==> src/logic/ftcr_map.svh <==
// Offsets, field positions, reset values and timing figures of the configuration bank
`ifndef FTCR_MAP_SVH
`define FTCR_MAP_SVH

// ----------------------------------------------------------------------------
// Register offsets
// ----------------------------------------------------------------------------
`define FTCR_OFS_CFG0            8'h00
`define FTCR_OFS_CFG1            8'h01
`define FTCR_OFS_FAN_PWM_CONFIG  8'h02
`define FTCR_OFS_MISC_IO_CONFIG  8'h03
`define FTCR_OFS_TACH_ENABLE     8'h07
`define FTCR_OFS_TACH_CONT       8'h08
`define FTCR_OFS_UNLOCK          8'h7B

// ----------------------------------------------------------------------------
// Field positions
// ----------------------------------------------------------------------------
`define FTCR_CFG0_SW_RESET_BIT   7
`define FTCR_CFG1_LOCK_BIT       6
`define FTCR_PWM_FAST_BIT        0
`define FTCR_PWM_MODE_BIT        2
`define FTCR_PWM_HOT1_MASK_BIT   3
`define FTCR_PWM_HOT2_MASK_BIT   4
`define FTCR_PWM_FULL_SPEED_BIT  5
`define FTCR_PWM_PULSES_MSB      7
`define FTCR_PWM_PULSES_LSB      6
`define FTCR_MISC_CI_CLEAR_BIT   5
`define FTCR_CONT_PAIRS_MSB      3
`define FTCR_CONT_RES_MSB        7
`define FTCR_CONT_RES_LSB        4

// ----------------------------------------------------------------------------
// Reset values and keys
// ----------------------------------------------------------------------------
`define FTCR_RST_FAN_PWM_CONFIG  8'h40
`define FTCR_RST_MISC_IO_CONFIG  8'h00
`define FTCR_RST_TACH_ENABLE     8'h00
`define FTCR_RST_TACH_CONT       8'hE0
`define FTCR_UNLOCK_KEY          8'h6D

// ----------------------------------------------------------------------------
// Timing
// ----------------------------------------------------------------------------
`define FTCR_CLK_FREQ_KHZ        250000
`define FTCR_MEAS_SLOW_MS        1000
`define FTCR_MEAS_FAST_MS        250

`endif

==> src/logic/ftcr_pkg.sv <==
// Types shared by the fan and tach_continuous_config bank
package ftcr_pkg;

    // ------------------------------------------------------------------------
    // Register port request
    // ------------------------------------------------------------------------
    typedef struct packed {
        logic       wr_en;
        logic       rd_en;
        logic [7:0] addr;
        logic [7:0] wdata;
    } ftcr_reg_req_type;

    // ------------------------------------------------------------------------
    // Miscellaneous I/O controls, laid out as the register bits 7..0
    // ------------------------------------------------------------------------
    typedef struct packed {
        logic core_low_en;
        logic xor_tree_en;
        logic intrusion_latch_clear;
        logic thermal_pin_input_level;
        logic voltage_id_input_level;
        logic sda_timeout_en;
        logic scl_timeout_en;
        logic gpio_enable;
    } ftcr_misc_ctrl_type;

    // ------------------------------------------------------------------------
    // Tach period meter states
    // ------------------------------------------------------------------------
    typedef enum logic [1:0] {
        FTCR_TACH_IDLE,
        FTCR_TACH_FIRST,
        FTCR_TACH_SECOND,
        FTCR_TACH_COUNT
    } ftcr_tach_state_type;

endpackage

==> src/logic/ftcr_tach_period.sv <==
// Period meter for one tach input: second rising edge to x pulses later
`timescale 1ns/100ps
module ftcr_tach_period
    import ftcr_pkg::*;
#(
    parameter int CNT_W = 16
)
(
    input  wire logic             clk_sys_i,
    input  wire logic             rst_n_i,
    input  wire logic             start_i,
    input  wire logic             enable_i,
    input  wire logic             tach_i,
    input  wire logic [1:0]       pulses_sel_i,
    output logic                  busy_o,
    output logic                  done_o,
    output logic [CNT_W-1:0]      period_o
);

    ftcr_tach_state_type state;
    logic                tach_prev;
    logic [CNT_W-1:0]    cnt;
    logic [1:0]          edges;
    logic                rise;

    assign rise   = tach_i & ~tach_prev;
    assign busy_o = (state != FTCR_TACH_IDLE);

    always_ff @(posedge clk_sys_i or negedge rst_n_i)
    begin
        if (!rst_n_i)
            tach_prev <= 1'b0;
        else
            tach_prev <= tach_i;
    end

    // ------------------------------------------------------------------------
    // Edge sequencer
    // ------------------------------------------------------------------------
    // Counter saturation doubles as a stall timeout, so a stopped fan
    // still ends the measurement with an all-ones period.
    always_ff @(posedge clk_sys_i or negedge rst_n_i)
    begin
        if (!rst_n_i)
        begin
            state    <= FTCR_TACH_IDLE;
            cnt      <= '0;
            edges    <= 2'h0;
            done_o   <= 1'b0;
            period_o <= '0;
        end
        else
        begin
            done_o <= 1'b0;
            if (!enable_i)
                state <= FTCR_TACH_IDLE;
            else if (state != FTCR_TACH_IDLE && cnt == '1)
            begin
                state    <= FTCR_TACH_IDLE;
                done_o   <= 1'b1;
                period_o <= '1;
            end
            else
            begin
                case (state)
                    FTCR_TACH_IDLE:
                    begin
                        if (start_i)
                        begin
                            state <= FTCR_TACH_FIRST;
                            cnt   <= '0;
                        end
                    end
                    FTCR_TACH_FIRST:
                    begin
                        cnt <= cnt + 1'b1;
                        if (rise)
                            state <= FTCR_TACH_SECOND;
                    end
                    FTCR_TACH_SECOND:
                    begin
                        cnt <= cnt + 1'b1;
                        if (rise)
                        begin
                            state <= FTCR_TACH_COUNT;
                            cnt   <= '0;
                            edges <= 2'h0;
                        end
                    end
                    FTCR_TACH_COUNT:
                    begin
                        cnt <= cnt + 1'b1;
                        if (rise)
                        begin
                            if (edges == pulses_sel_i)
                            begin
                                state    <= FTCR_TACH_IDLE;
                                done_o   <= 1'b1;
                                period_o <= cnt + 1'b1;
                            end
                            else
                                edges <= edges + 2'h1;
                        end
                    end
                    default:
                        state <= FTCR_TACH_IDLE;
                endcase
            end
        end
    end

endmodule // ftcr_tach_period

==> src/logic/ftcr_config_regs.sv <==
// Fan PWM, tach measurement and miscellaneous I/O configuration bank
//
// Notes on behaviour
// - Low-frequency measure rate 1/s, fast bit 4/s
// - Mode bit: 0 low-frequency PWM, 1 high
// - Hot input 1 forces full speed unless masked
// - Hot input 2 forces full speed unless masked
// - Full-speed bit drives every fan flat out
// - Low-frequency mode stretches PWM while measuring non-continuous pairs
// - Period from second edge to x pulses later
// - Misc bit 0 enables general-purpose I/O pins
// - Misc bit 1 enables clock-line timeout
// - Misc bit 2 enables data-line timeout
// - Misc bit 3 picks low voltage-id threshold
// - Misc bit 4 picks low thermal-pin threshold
// - Misc bit 5 clears intrusion latch, self-clears
// - Misc bit 6 enables connectivity test tree
// - Misc bit 7 enables core-supply-low function
// - Tach enable bit n enables input n+1
// - Pair bits enable continuous low-frequency measurement
// - Upper tach-config bits reserved, read-only
// - PWM config resets to 0x40, lockable
// - Tach config resets to 0xE0, lockable
// - Lock bit makes lockable registers read-only
`timescale 1ns/100ps
`include "ftcr_map.svh"
module ftcr_config_regs
    import ftcr_pkg::*;
#(
    parameter int NUM_TACH    = 8,
    parameter int PERIOD_W    = 16,
    parameter int SLOW_CYCLES = `FTCR_MEAS_SLOW_MS * `FTCR_CLK_FREQ_KHZ,
    parameter int FAST_CYCLES = `FTCR_MEAS_FAST_MS * `FTCR_CLK_FREQ_KHZ
)
(
    input  wire logic                         clk_sys_i,
    input  wire logic                         rst_n_i,
    input  wire ftcr_reg_req_type             reg_req_i,
    output logic [7:0]                        rd_data_o,
    output logic                              rd_valid_o,
    input  wire logic                         regulator_hot_input_1_i,
    input  wire logic                         regulator_hot_input_2_i,
    input  wire logic [NUM_TACH-1:0]          fan_speed_input_i,
    output logic                              fan_full_speed_o,
    output logic                              pwm_high_freq_o,
    output logic [NUM_TACH/2-1:0]             pwm_stretch_o,
    output logic [1:0]                        pulse_count_select_o,
    output ftcr_misc_ctrl_type                misc_ctrl_o,
    output logic                              locked_o,
    output logic [NUM_TACH-1:0]               tach_valid_o,
    output logic [NUM_TACH-1:0][PERIOD_W-1:0] tach_period_o
);

    localparam int NUM_PAIRS = NUM_TACH / 2;
    localparam int MEAS_W    = 28;
    // A literal cannot be part-selected, so the tach config reset value lives here
    localparam logic [7:0] TACH_CONT_RST = `FTCR_RST_TACH_CONT;

    // ------------------------------------------------------------------------
    // Reset release
    // ------------------------------------------------------------------------
    logic rst_meta;
    logic rst_n;

    always_ff @(posedge clk_sys_i or negedge rst_n_i)
    begin
        if (!rst_n_i)
        begin
            rst_meta <= 1'b0;
            rst_n    <= 1'b0;
        end
        else
        begin
            rst_meta <= 1'b1;
            rst_n    <= rst_meta;
        end
    end

    // ------------------------------------------------------------------------
    // Register storage
    // ------------------------------------------------------------------------
    logic [7:0]           fan_pwm_config;
    logic [7:0]           misc_io_config;
    logic [7:0]           tach_channel_enable;
    logic [NUM_PAIRS-1:0] pair_continuous_measure;
    logic                 lock_set;
    logic [7:0]           unlock_key;

    logic wr_hit;
    logic sw_reset_hit;
    logic low_freq;

    assign wr_hit   = reg_req_i.wr_en & ~lock_set;
    assign low_freq = ~fan_pwm_config[`FTCR_PWM_MODE_BIT];

    // Reset needs the key already in place; register defaults load only while unlocked, but the key clears even when locked.
    assign sw_reset_hit = reg_req_i.wr_en
                        & (reg_req_i.addr == `FTCR_OFS_CFG0)
                        & reg_req_i.wdata[`FTCR_CFG0_SW_RESET_BIT]
                        & (unlock_key == `FTCR_UNLOCK_KEY);

    // Lock survives software reset; only a power-on clears it.
    always_ff @(posedge clk_sys_i or negedge rst_n)
    begin
        if (!rst_n)
            lock_set <= 1'b0;
        else if (reg_req_i.wr_en && reg_req_i.addr == `FTCR_OFS_CFG1
                 && reg_req_i.wdata[`FTCR_CFG1_LOCK_BIT])
            lock_set <= 1'b1;
    end

    always_ff @(posedge clk_sys_i or negedge rst_n)
    begin
        if (!rst_n)
            unlock_key <= 8'h00;
        else if (sw_reset_hit)
            unlock_key <= 8'h00;
        else if (reg_req_i.wr_en && reg_req_i.addr == `FTCR_OFS_UNLOCK)
            unlock_key <= reg_req_i.wdata;
    end

    always_ff @(posedge clk_sys_i or negedge rst_n)
    begin
        if (!rst_n)
        begin
            fan_pwm_config          <= `FTCR_RST_FAN_PWM_CONFIG;
            misc_io_config          <= `FTCR_RST_MISC_IO_CONFIG;
            tach_channel_enable     <= `FTCR_RST_TACH_ENABLE;
            pair_continuous_measure <= TACH_CONT_RST[`FTCR_CONT_PAIRS_MSB:0];
        end
        else if (sw_reset_hit && !lock_set)
        begin
            fan_pwm_config          <= `FTCR_RST_FAN_PWM_CONFIG;
            misc_io_config          <= `FTCR_RST_MISC_IO_CONFIG;
            tach_channel_enable     <= `FTCR_RST_TACH_ENABLE;
            pair_continuous_measure <= TACH_CONT_RST[`FTCR_CONT_PAIRS_MSB:0];
        end
        else
        begin
            // Intrusion clear is a one-cycle pulse by design
            misc_io_config[`FTCR_MISC_CI_CLEAR_BIT] <= 1'b0;
            if (wr_hit && reg_req_i.addr == `FTCR_OFS_FAN_PWM_CONFIG)
                fan_pwm_config <= reg_req_i.wdata;
            else if (wr_hit && reg_req_i.addr == `FTCR_OFS_MISC_IO_CONFIG)
                misc_io_config <= reg_req_i.wdata;
            else if (wr_hit && reg_req_i.addr == `FTCR_OFS_TACH_ENABLE)
                tach_channel_enable <= reg_req_i.wdata;
            else if (wr_hit && reg_req_i.addr == `FTCR_OFS_TACH_CONT)
                pair_continuous_measure <=
                    reg_req_i.wdata[`FTCR_CONT_PAIRS_MSB:0];
        end
    end

    // ------------------------------------------------------------------------
    // Read port
    // ------------------------------------------------------------------------
    logic [7:0] next_rd_data;

    always_comb
    begin
        next_rd_data = 8'h00;
        if (reg_req_i.addr == `FTCR_OFS_CFG1)
            next_rd_data[`FTCR_CFG1_LOCK_BIT] = lock_set;
        else if (reg_req_i.addr == `FTCR_OFS_FAN_PWM_CONFIG)
            next_rd_data = fan_pwm_config;
        else if (reg_req_i.addr == `FTCR_OFS_MISC_IO_CONFIG)
            next_rd_data = misc_io_config;
        else if (reg_req_i.addr == `FTCR_OFS_TACH_ENABLE)
            next_rd_data = tach_channel_enable;
        else if (reg_req_i.addr == `FTCR_OFS_TACH_CONT)
            next_rd_data = {TACH_CONT_RST[`FTCR_CONT_RES_MSB:`FTCR_CONT_RES_LSB],
                            pair_continuous_measure};
    end

    always_ff @(posedge clk_sys_i or negedge rst_n)
    begin
        if (!rst_n)
        begin
            rd_data_o  <= 8'h00;
            rd_valid_o <= 1'b0;
        end
        else
        begin
            rd_valid_o <= reg_req_i.rd_en;
            if (reg_req_i.rd_en)
                rd_data_o <= next_rd_data;
        end
    end

    // ------------------------------------------------------------------------
    // Fan speed override
    // ------------------------------------------------------------------------
    logic next_full_speed;

    always_comb
    begin
        next_full_speed = fan_pwm_config[`FTCR_PWM_FULL_SPEED_BIT];
        if (regulator_hot_input_1_i && !fan_pwm_config[`FTCR_PWM_HOT1_MASK_BIT])
            next_full_speed = 1'b1;
        if (regulator_hot_input_2_i && !fan_pwm_config[`FTCR_PWM_HOT2_MASK_BIT])
            next_full_speed = 1'b1;
    end

    always_ff @(posedge clk_sys_i or negedge rst_n)
    begin
        if (!rst_n)
            fan_full_speed_o <= 1'b0;
        else
            fan_full_speed_o <= next_full_speed;
    end

    // ------------------------------------------------------------------------
    // Static controls
    // ------------------------------------------------------------------------
    assign pwm_high_freq_o      = fan_pwm_config[`FTCR_PWM_MODE_BIT];
    assign pulse_count_select_o =
        fan_pwm_config[`FTCR_PWM_PULSES_MSB:`FTCR_PWM_PULSES_LSB];
    assign misc_ctrl_o          = ftcr_misc_ctrl_type'(misc_io_config);
    assign locked_o             = lock_set;

    // ------------------------------------------------------------------------
    // Measurement rate timer
    // ------------------------------------------------------------------------
    // Slow rate also serves high-frequency mode, where the fast bit has no say.
    logic [MEAS_W-1:0] meas_cnt;
    logic [MEAS_W-1:0] meas_limit;
    logic              meas_tick;

    always_comb
    begin
        if (low_freq && fan_pwm_config[`FTCR_PWM_FAST_BIT])
            meas_limit = MEAS_W'(FAST_CYCLES - 1);
        else
            meas_limit = MEAS_W'(SLOW_CYCLES - 1);
    end

    always_ff @(posedge clk_sys_i or negedge rst_n)
    begin
        if (!rst_n)
        begin
            meas_cnt  <= '0;
            meas_tick <= 1'b0;
        end
        else if (meas_cnt >= meas_limit)
        begin
            meas_cnt  <= '0;
            meas_tick <= 1'b1;
        end
        else
        begin
            meas_cnt  <= meas_cnt + 1'b1;
            meas_tick <= 1'b0;
        end
    end

    // ------------------------------------------------------------------------
    // Per-channel period meters
    // ------------------------------------------------------------------------
    logic [NUM_TACH-1:0] meter_busy;
    logic [NUM_TACH-1:0] meter_done;
    logic [NUM_TACH-1:0] meter_start;
    logic [NUM_TACH-1:0] cont_chan;

    for (genvar ch = 0; ch < NUM_TACH; ch++)
    begin : g_tach
        assign cont_chan[ch]   = low_freq & pair_continuous_measure[ch % NUM_PAIRS];
        // Continuous pairs rearm straight from their own completion
        assign meter_start[ch] = meas_tick | (cont_chan[ch] & meter_done[ch]);

        ftcr_tach_period #(
            .CNT_W        (PERIOD_W)
        ) u_meter (
            .clk_sys_i    (clk_sys_i),
            .rst_n_i      (rst_n),
            .start_i      (meter_start[ch]),
            .enable_i     (tach_channel_enable[ch]),
            .tach_i       (fan_speed_input_i[ch]),
            .pulses_sel_i (fan_pwm_config[`FTCR_PWM_PULSES_MSB:`FTCR_PWM_PULSES_LSB]),
            .busy_o       (meter_busy[ch]),
            .done_o       (meter_done[ch]),
            .period_o     (tach_period_o[ch])
        );
    end

    assign tach_valid_o = meter_done;

    // ------------------------------------------------------------------------
    // Pulse stretch
    // ------------------------------------------------------------------------
    // Continuous pairs are measured without stretching the shared PWM output.
    logic [NUM_PAIRS-1:0] next_stretch;

    always_comb
    begin
        next_stretch = '0;
        for (int p = 0; p < NUM_PAIRS; p++)
            next_stretch[p] = low_freq & ~pair_continuous_measure[p]
                            & (meter_busy[p] | meter_busy[p + NUM_PAIRS]);
    end

    always_ff @(posedge clk_sys_i or negedge rst_n)
    begin
        if (!rst_n)
            pwm_stretch_o <= '0;
        else
            pwm_stretch_o <= next_stretch;
    end

endmodule // ftcr_config_regs

==> config.mk <==
export PLATFORM = sky130hd
export DESIGN_NAME = ftcr_config_regs
export DESIGN_NICKNAME = d
export VERILOG_FILES = /design/src/logic/ftcr_pkg.sv /design/src/logic/ftcr_tach_period.sv /design/src/logic/ftcr_config_regs.sv
export VERILOG_INCLUDE_DIRS = /design/src /design/src/logic
export SDC_FILE = /design/constraint.sdc
export NUM_CORES = 1
export LEC_CHECK = 0
export BUFFER_PORTS_ARGS = -buffer_cell sky130_fd_sc_hd__buf_2
export CELL_PAD_IN_SITES_DETAIL_PLACEMENT = 0
export CELL_PAD_IN_SITES_GLOBAL_PLACEMENT = 2
export CORE_MARGIN = 8
export CORE_UTILIZATION = 39
export CTS_CLUSTER_SIZE = 20
export DETAILED_ROUTE_END_ITERATION = 6
export HOLD_SLACK_MARGIN = 0.02
export PLACE_DENSITY = 0.81
export REMOVE_ABC_BUFFERS = 1
export SYNTH_ARGS = -nofsm -noshare
export SYNTH_HDL_FRONTEND = slang
export SYNTH_SLANG_ARGS = --single-unit
==> constraint.sdc <==
create_clock -name clk_sys_i -period 14.3 [get_ports clk_sys_i]
set_input_delay 4.29 -clock clk_sys_i [delete_from_list [all_inputs] [get_ports clk_sys_i]]
set_output_delay 4.29 -clock clk_sys_i [all_outputs]
set_load 0.005 [all_outputs]
==> results.sh <==
export IMPL_status="complete, no violations"
export IMPL_hold_class="flop to flop"
export IMPL_clock_skew_ns=0.0303
export IMPL_clk_latency_ns=0.57
export IMPL_core_area_sq_um=51200
export IMPL_syn_area_sq_um=20100
export IMPL_placed_cell_area_sq_um=21700
export IMPL_synth_cells=2006
export IMPL_grt_pass1_wl_mm=89.0
export IMPL_required_ns=14.73
export IMPL_ys_seq_area_share_pct=48.0
export IMPL_maxSlewHeadroom_pct=12.8
export IMPL_final_layout_size_suffix_gt1_share_pct=16.2
export IMPL_cpPeakStageDelay_ns=0.77
export IMPL_fill_cells=4822
export IMPL_tightest_slew_ns=1.30
export IMPL_cp_num_cells=6
export IMPL_syn_area_per_cell_sq_um=10.0
export IMPL_port_buffers=191
export IMPL_cts_tree="done"
export IMPL_clock_sinks=386
export IMPL_start_util_pct=39.3
export IMPL_reg2reg_slack_ns=10.60
export IMPL_die_w_microns=243
export IMPL_area_delta_synth_final_pct=15.7
export IMPL_slew_viol_final=0
export IMPL_finish_instance_area_sq_um=23300
export IMPL_post_route_util_pct=45.5
export IMPL_drt_first_pass_iters=5
export IMPL_setup_worst_path_end_class="flop"
export IMPL_yosysWarnings=0
export IMPL_async_reset_ff_share_pct=100
export IMPL_rows=83
export IMPL_grt_pass1_vias=16100
export IMPL_drtIter0Drc=858
export IMPL_wire_per_inst_microns=18.7
export IMPL_synth_seq_cells=386
export IMPL_wl_mm=53.9
export IMPL_grt_max_degree=77
export IMPL_dieArea_sq_um=59200
export IMPL_cts_hold_buf=0
export IMPL_pre_cts_ws_ns=7.70
export IMPL_drc_errors=0
export IMPL_p_per_area_nw_per_um2=110
export IMPL_gp_congestion=0.826
export IMPL_ant_nets=0
export IMPL_max_freq_ghz=0.167
export IMPL_slowest_stage="nor3_4"
export IMPL_crit_fanout=27
export IMPL_yosysTopAreaCell="dfrtp_1"
export IMPL_place_hpwl_mm=37.8
export IMPL_synth_most_common_cell="dfrtp_1"
export IMPL_crit_family="simple AND/OR/NAND/NOR gates"
export IMPL_fin_crit_sh_pct=41.9
export IMPL_clkTransAtPathRegs_ns=0.06
export IMPL_hold_violations=0
export IMPL_antenna_found_initial=5
export IMPL_cp_start_kind="input pin"
export IMPL_leakagePower_uw=0.0101
export IMPL_crit_chain="buf_2, or4bb_1, or3_1, nor3_4, nand2b_1, o21ai_1"
export IMPL_grt_usage_pct=18.0
export IMPL_holdPathStages=0
export IMPL_synth_flop_cell="dfrtp_1"
export IMPL_setup_viol=0
export IMPL_layout_min_cycle_time_ns=6.00
export IMPL_netlist_area_leader_share_pct=47.8
export IMPL_path_buf_inv=1
export IMPL_drv_cap=0
export IMPL_cp_arrival_ns=6.43
export IMPL_cts_buffer_depth=3
export IMPL_irDropWorstVdd_v=0.0000707
export IMPL_synthTopCellsByCount="dfrtp_1, nand2_1, nand3_1"
export IMPL_h_tree_depth=2
export IMPL_synth_edf_count=0
export IMPL_vias=15900
export IMPL_cts_buffers=45
export IMPL_ios=192
export IMPL_root_buffer="clkbuf_16"
export IMPL_p_total_uw=2560
export IMPL_nets=2255
export IMPL_chipHeight_microns=243
export IMPL_finalSetupTns_ns=0
export IMPL_cts_resized=0
export IMPL_cts_setup_buffers=0
export IMPL_setup_slack_ns=8.30
export IMPL_gr_total_overflow=0
export IMPL_rsz0062_at_grt="false"
export IMPL_synth_cell_type_count=91
export IMPL_r2r_cells=10
export IMPL_critPathKind="input pin to flop"
export IMPL_avgViaCountPerCell=5.49
export IMPL_synth_area_leaders="dfrtp_1, a2bb2oi_1, nand2_1"
-- worst paths after layout --
path,startpoint,endpoint
setup / recovery,reg_req_i[8],tach_channel_enable[5]
setup reg to reg,fan_pwm_config[2],meas_cnt[24]
max in group asynchronous,rst_n_i,rst_n
hold / removal,rst_meta,rst_n
min in group asynchronous,rst_n,g_tach[4].u_meter.period_o[5]
hold reg to reg,rst_meta,rst_n
-- cells by family after synthesis --
| group | Yosys count | synth area share, % |
|---|---|---|
| mux | 43 | 2.23 |
| xor+xnor | 147 | 6.39 |
| fa+ha+maj | 57 | 3.53 |
| buf+inv | 191 | 4.15 |
| flops | 386 | 48.0 |
| compound gates | 496 | 18.1 |
| other cells | 1 | 0.0186 |
| simple gates | 685 | 17.6 |
-- through the flow --
stage          std cells  hold WS [ns]
3_3_place_gp        2802         0.337
6_report            2886         0.352
2_1_floorplan       1905         0.331
4_1_cts             2884         0.355
3_5_place_dp        2802         0.343
5_1_grt             2884         0.367
-- report_power, final --
part	switching (uW)	internal, uW	total [uW]
clock	473	777	1250
sequential	52.4	1130	1180
combinational	84.8	45.8	131
-- metal layers --
metal	vias to the layer above	wire length, microns	GRT usage, %
met5	-	33	0
met4	4	1060	4.20
met3	80	2920	4.38
met2	281	25200	29.1
met1	7874	24700	24.2
li1	7614	-	-
-- sequential cells by signal (all words and copies together), names as in the netlist, 4 cells and up --
register	cells
g_tach.u_meter.done_o	8
fan_pwm_config	8
meas_cnt	28
g_tach.u_meter.period_o	128
pwm_stretch_o	4
g_tach.u_meter.tach_prev	8
misc_ctrl_o	8
g_tach.u_meter.state	16
g_tach.u_meter.cnt	128
pair_continuous_measure	4
g_tach.u_meter.edges	16
tach_channel_enable	8
rd_data_o	8
unlock_key	8
-- cell type report --
type | count | area [sq um] | area share [%]
Antenna cell | 2 | 5.00 | 0.0215
Timing Repair Buffer | 217 | 1150 | 4.94
Inverter | 90 | 338 | 1.45
Clock inverter | 19 | 292 | 1.25
Clock buffer | 63 | 1340 | 5.73
Multi-Input combinational cell | 1429 | 9670 | 41.5
Sequential cell | 386 | 9660 | 41.5
Tap cell | 680 | 851 | 3.65
-- layout by cell type (no fill, tap or decap), types with 16 or more instances in the layout --
master	count
dfrtp_1	384
nand2_1	196
buf_2	191
nand3_1	134
a2bb2oi_1	115
o21ai_0	105
inv_1	90
nor2_1	90
xnor2_1	79
xor2_1	68
ha_1	56
a21oi_1	46
clkbuf_16	46
a211oi_1	41
nand4_1	34
and3_1	34
nor3_1	34
a31oi_1	29
mux2i_1	28
nor2b_1	27
buf_4	26
o211ai_1	21
nand2b_1	20
and4_1	17
o22ai_1	17
a21o_1	16
Note: power is estimated with default switching activity, not from simulation.
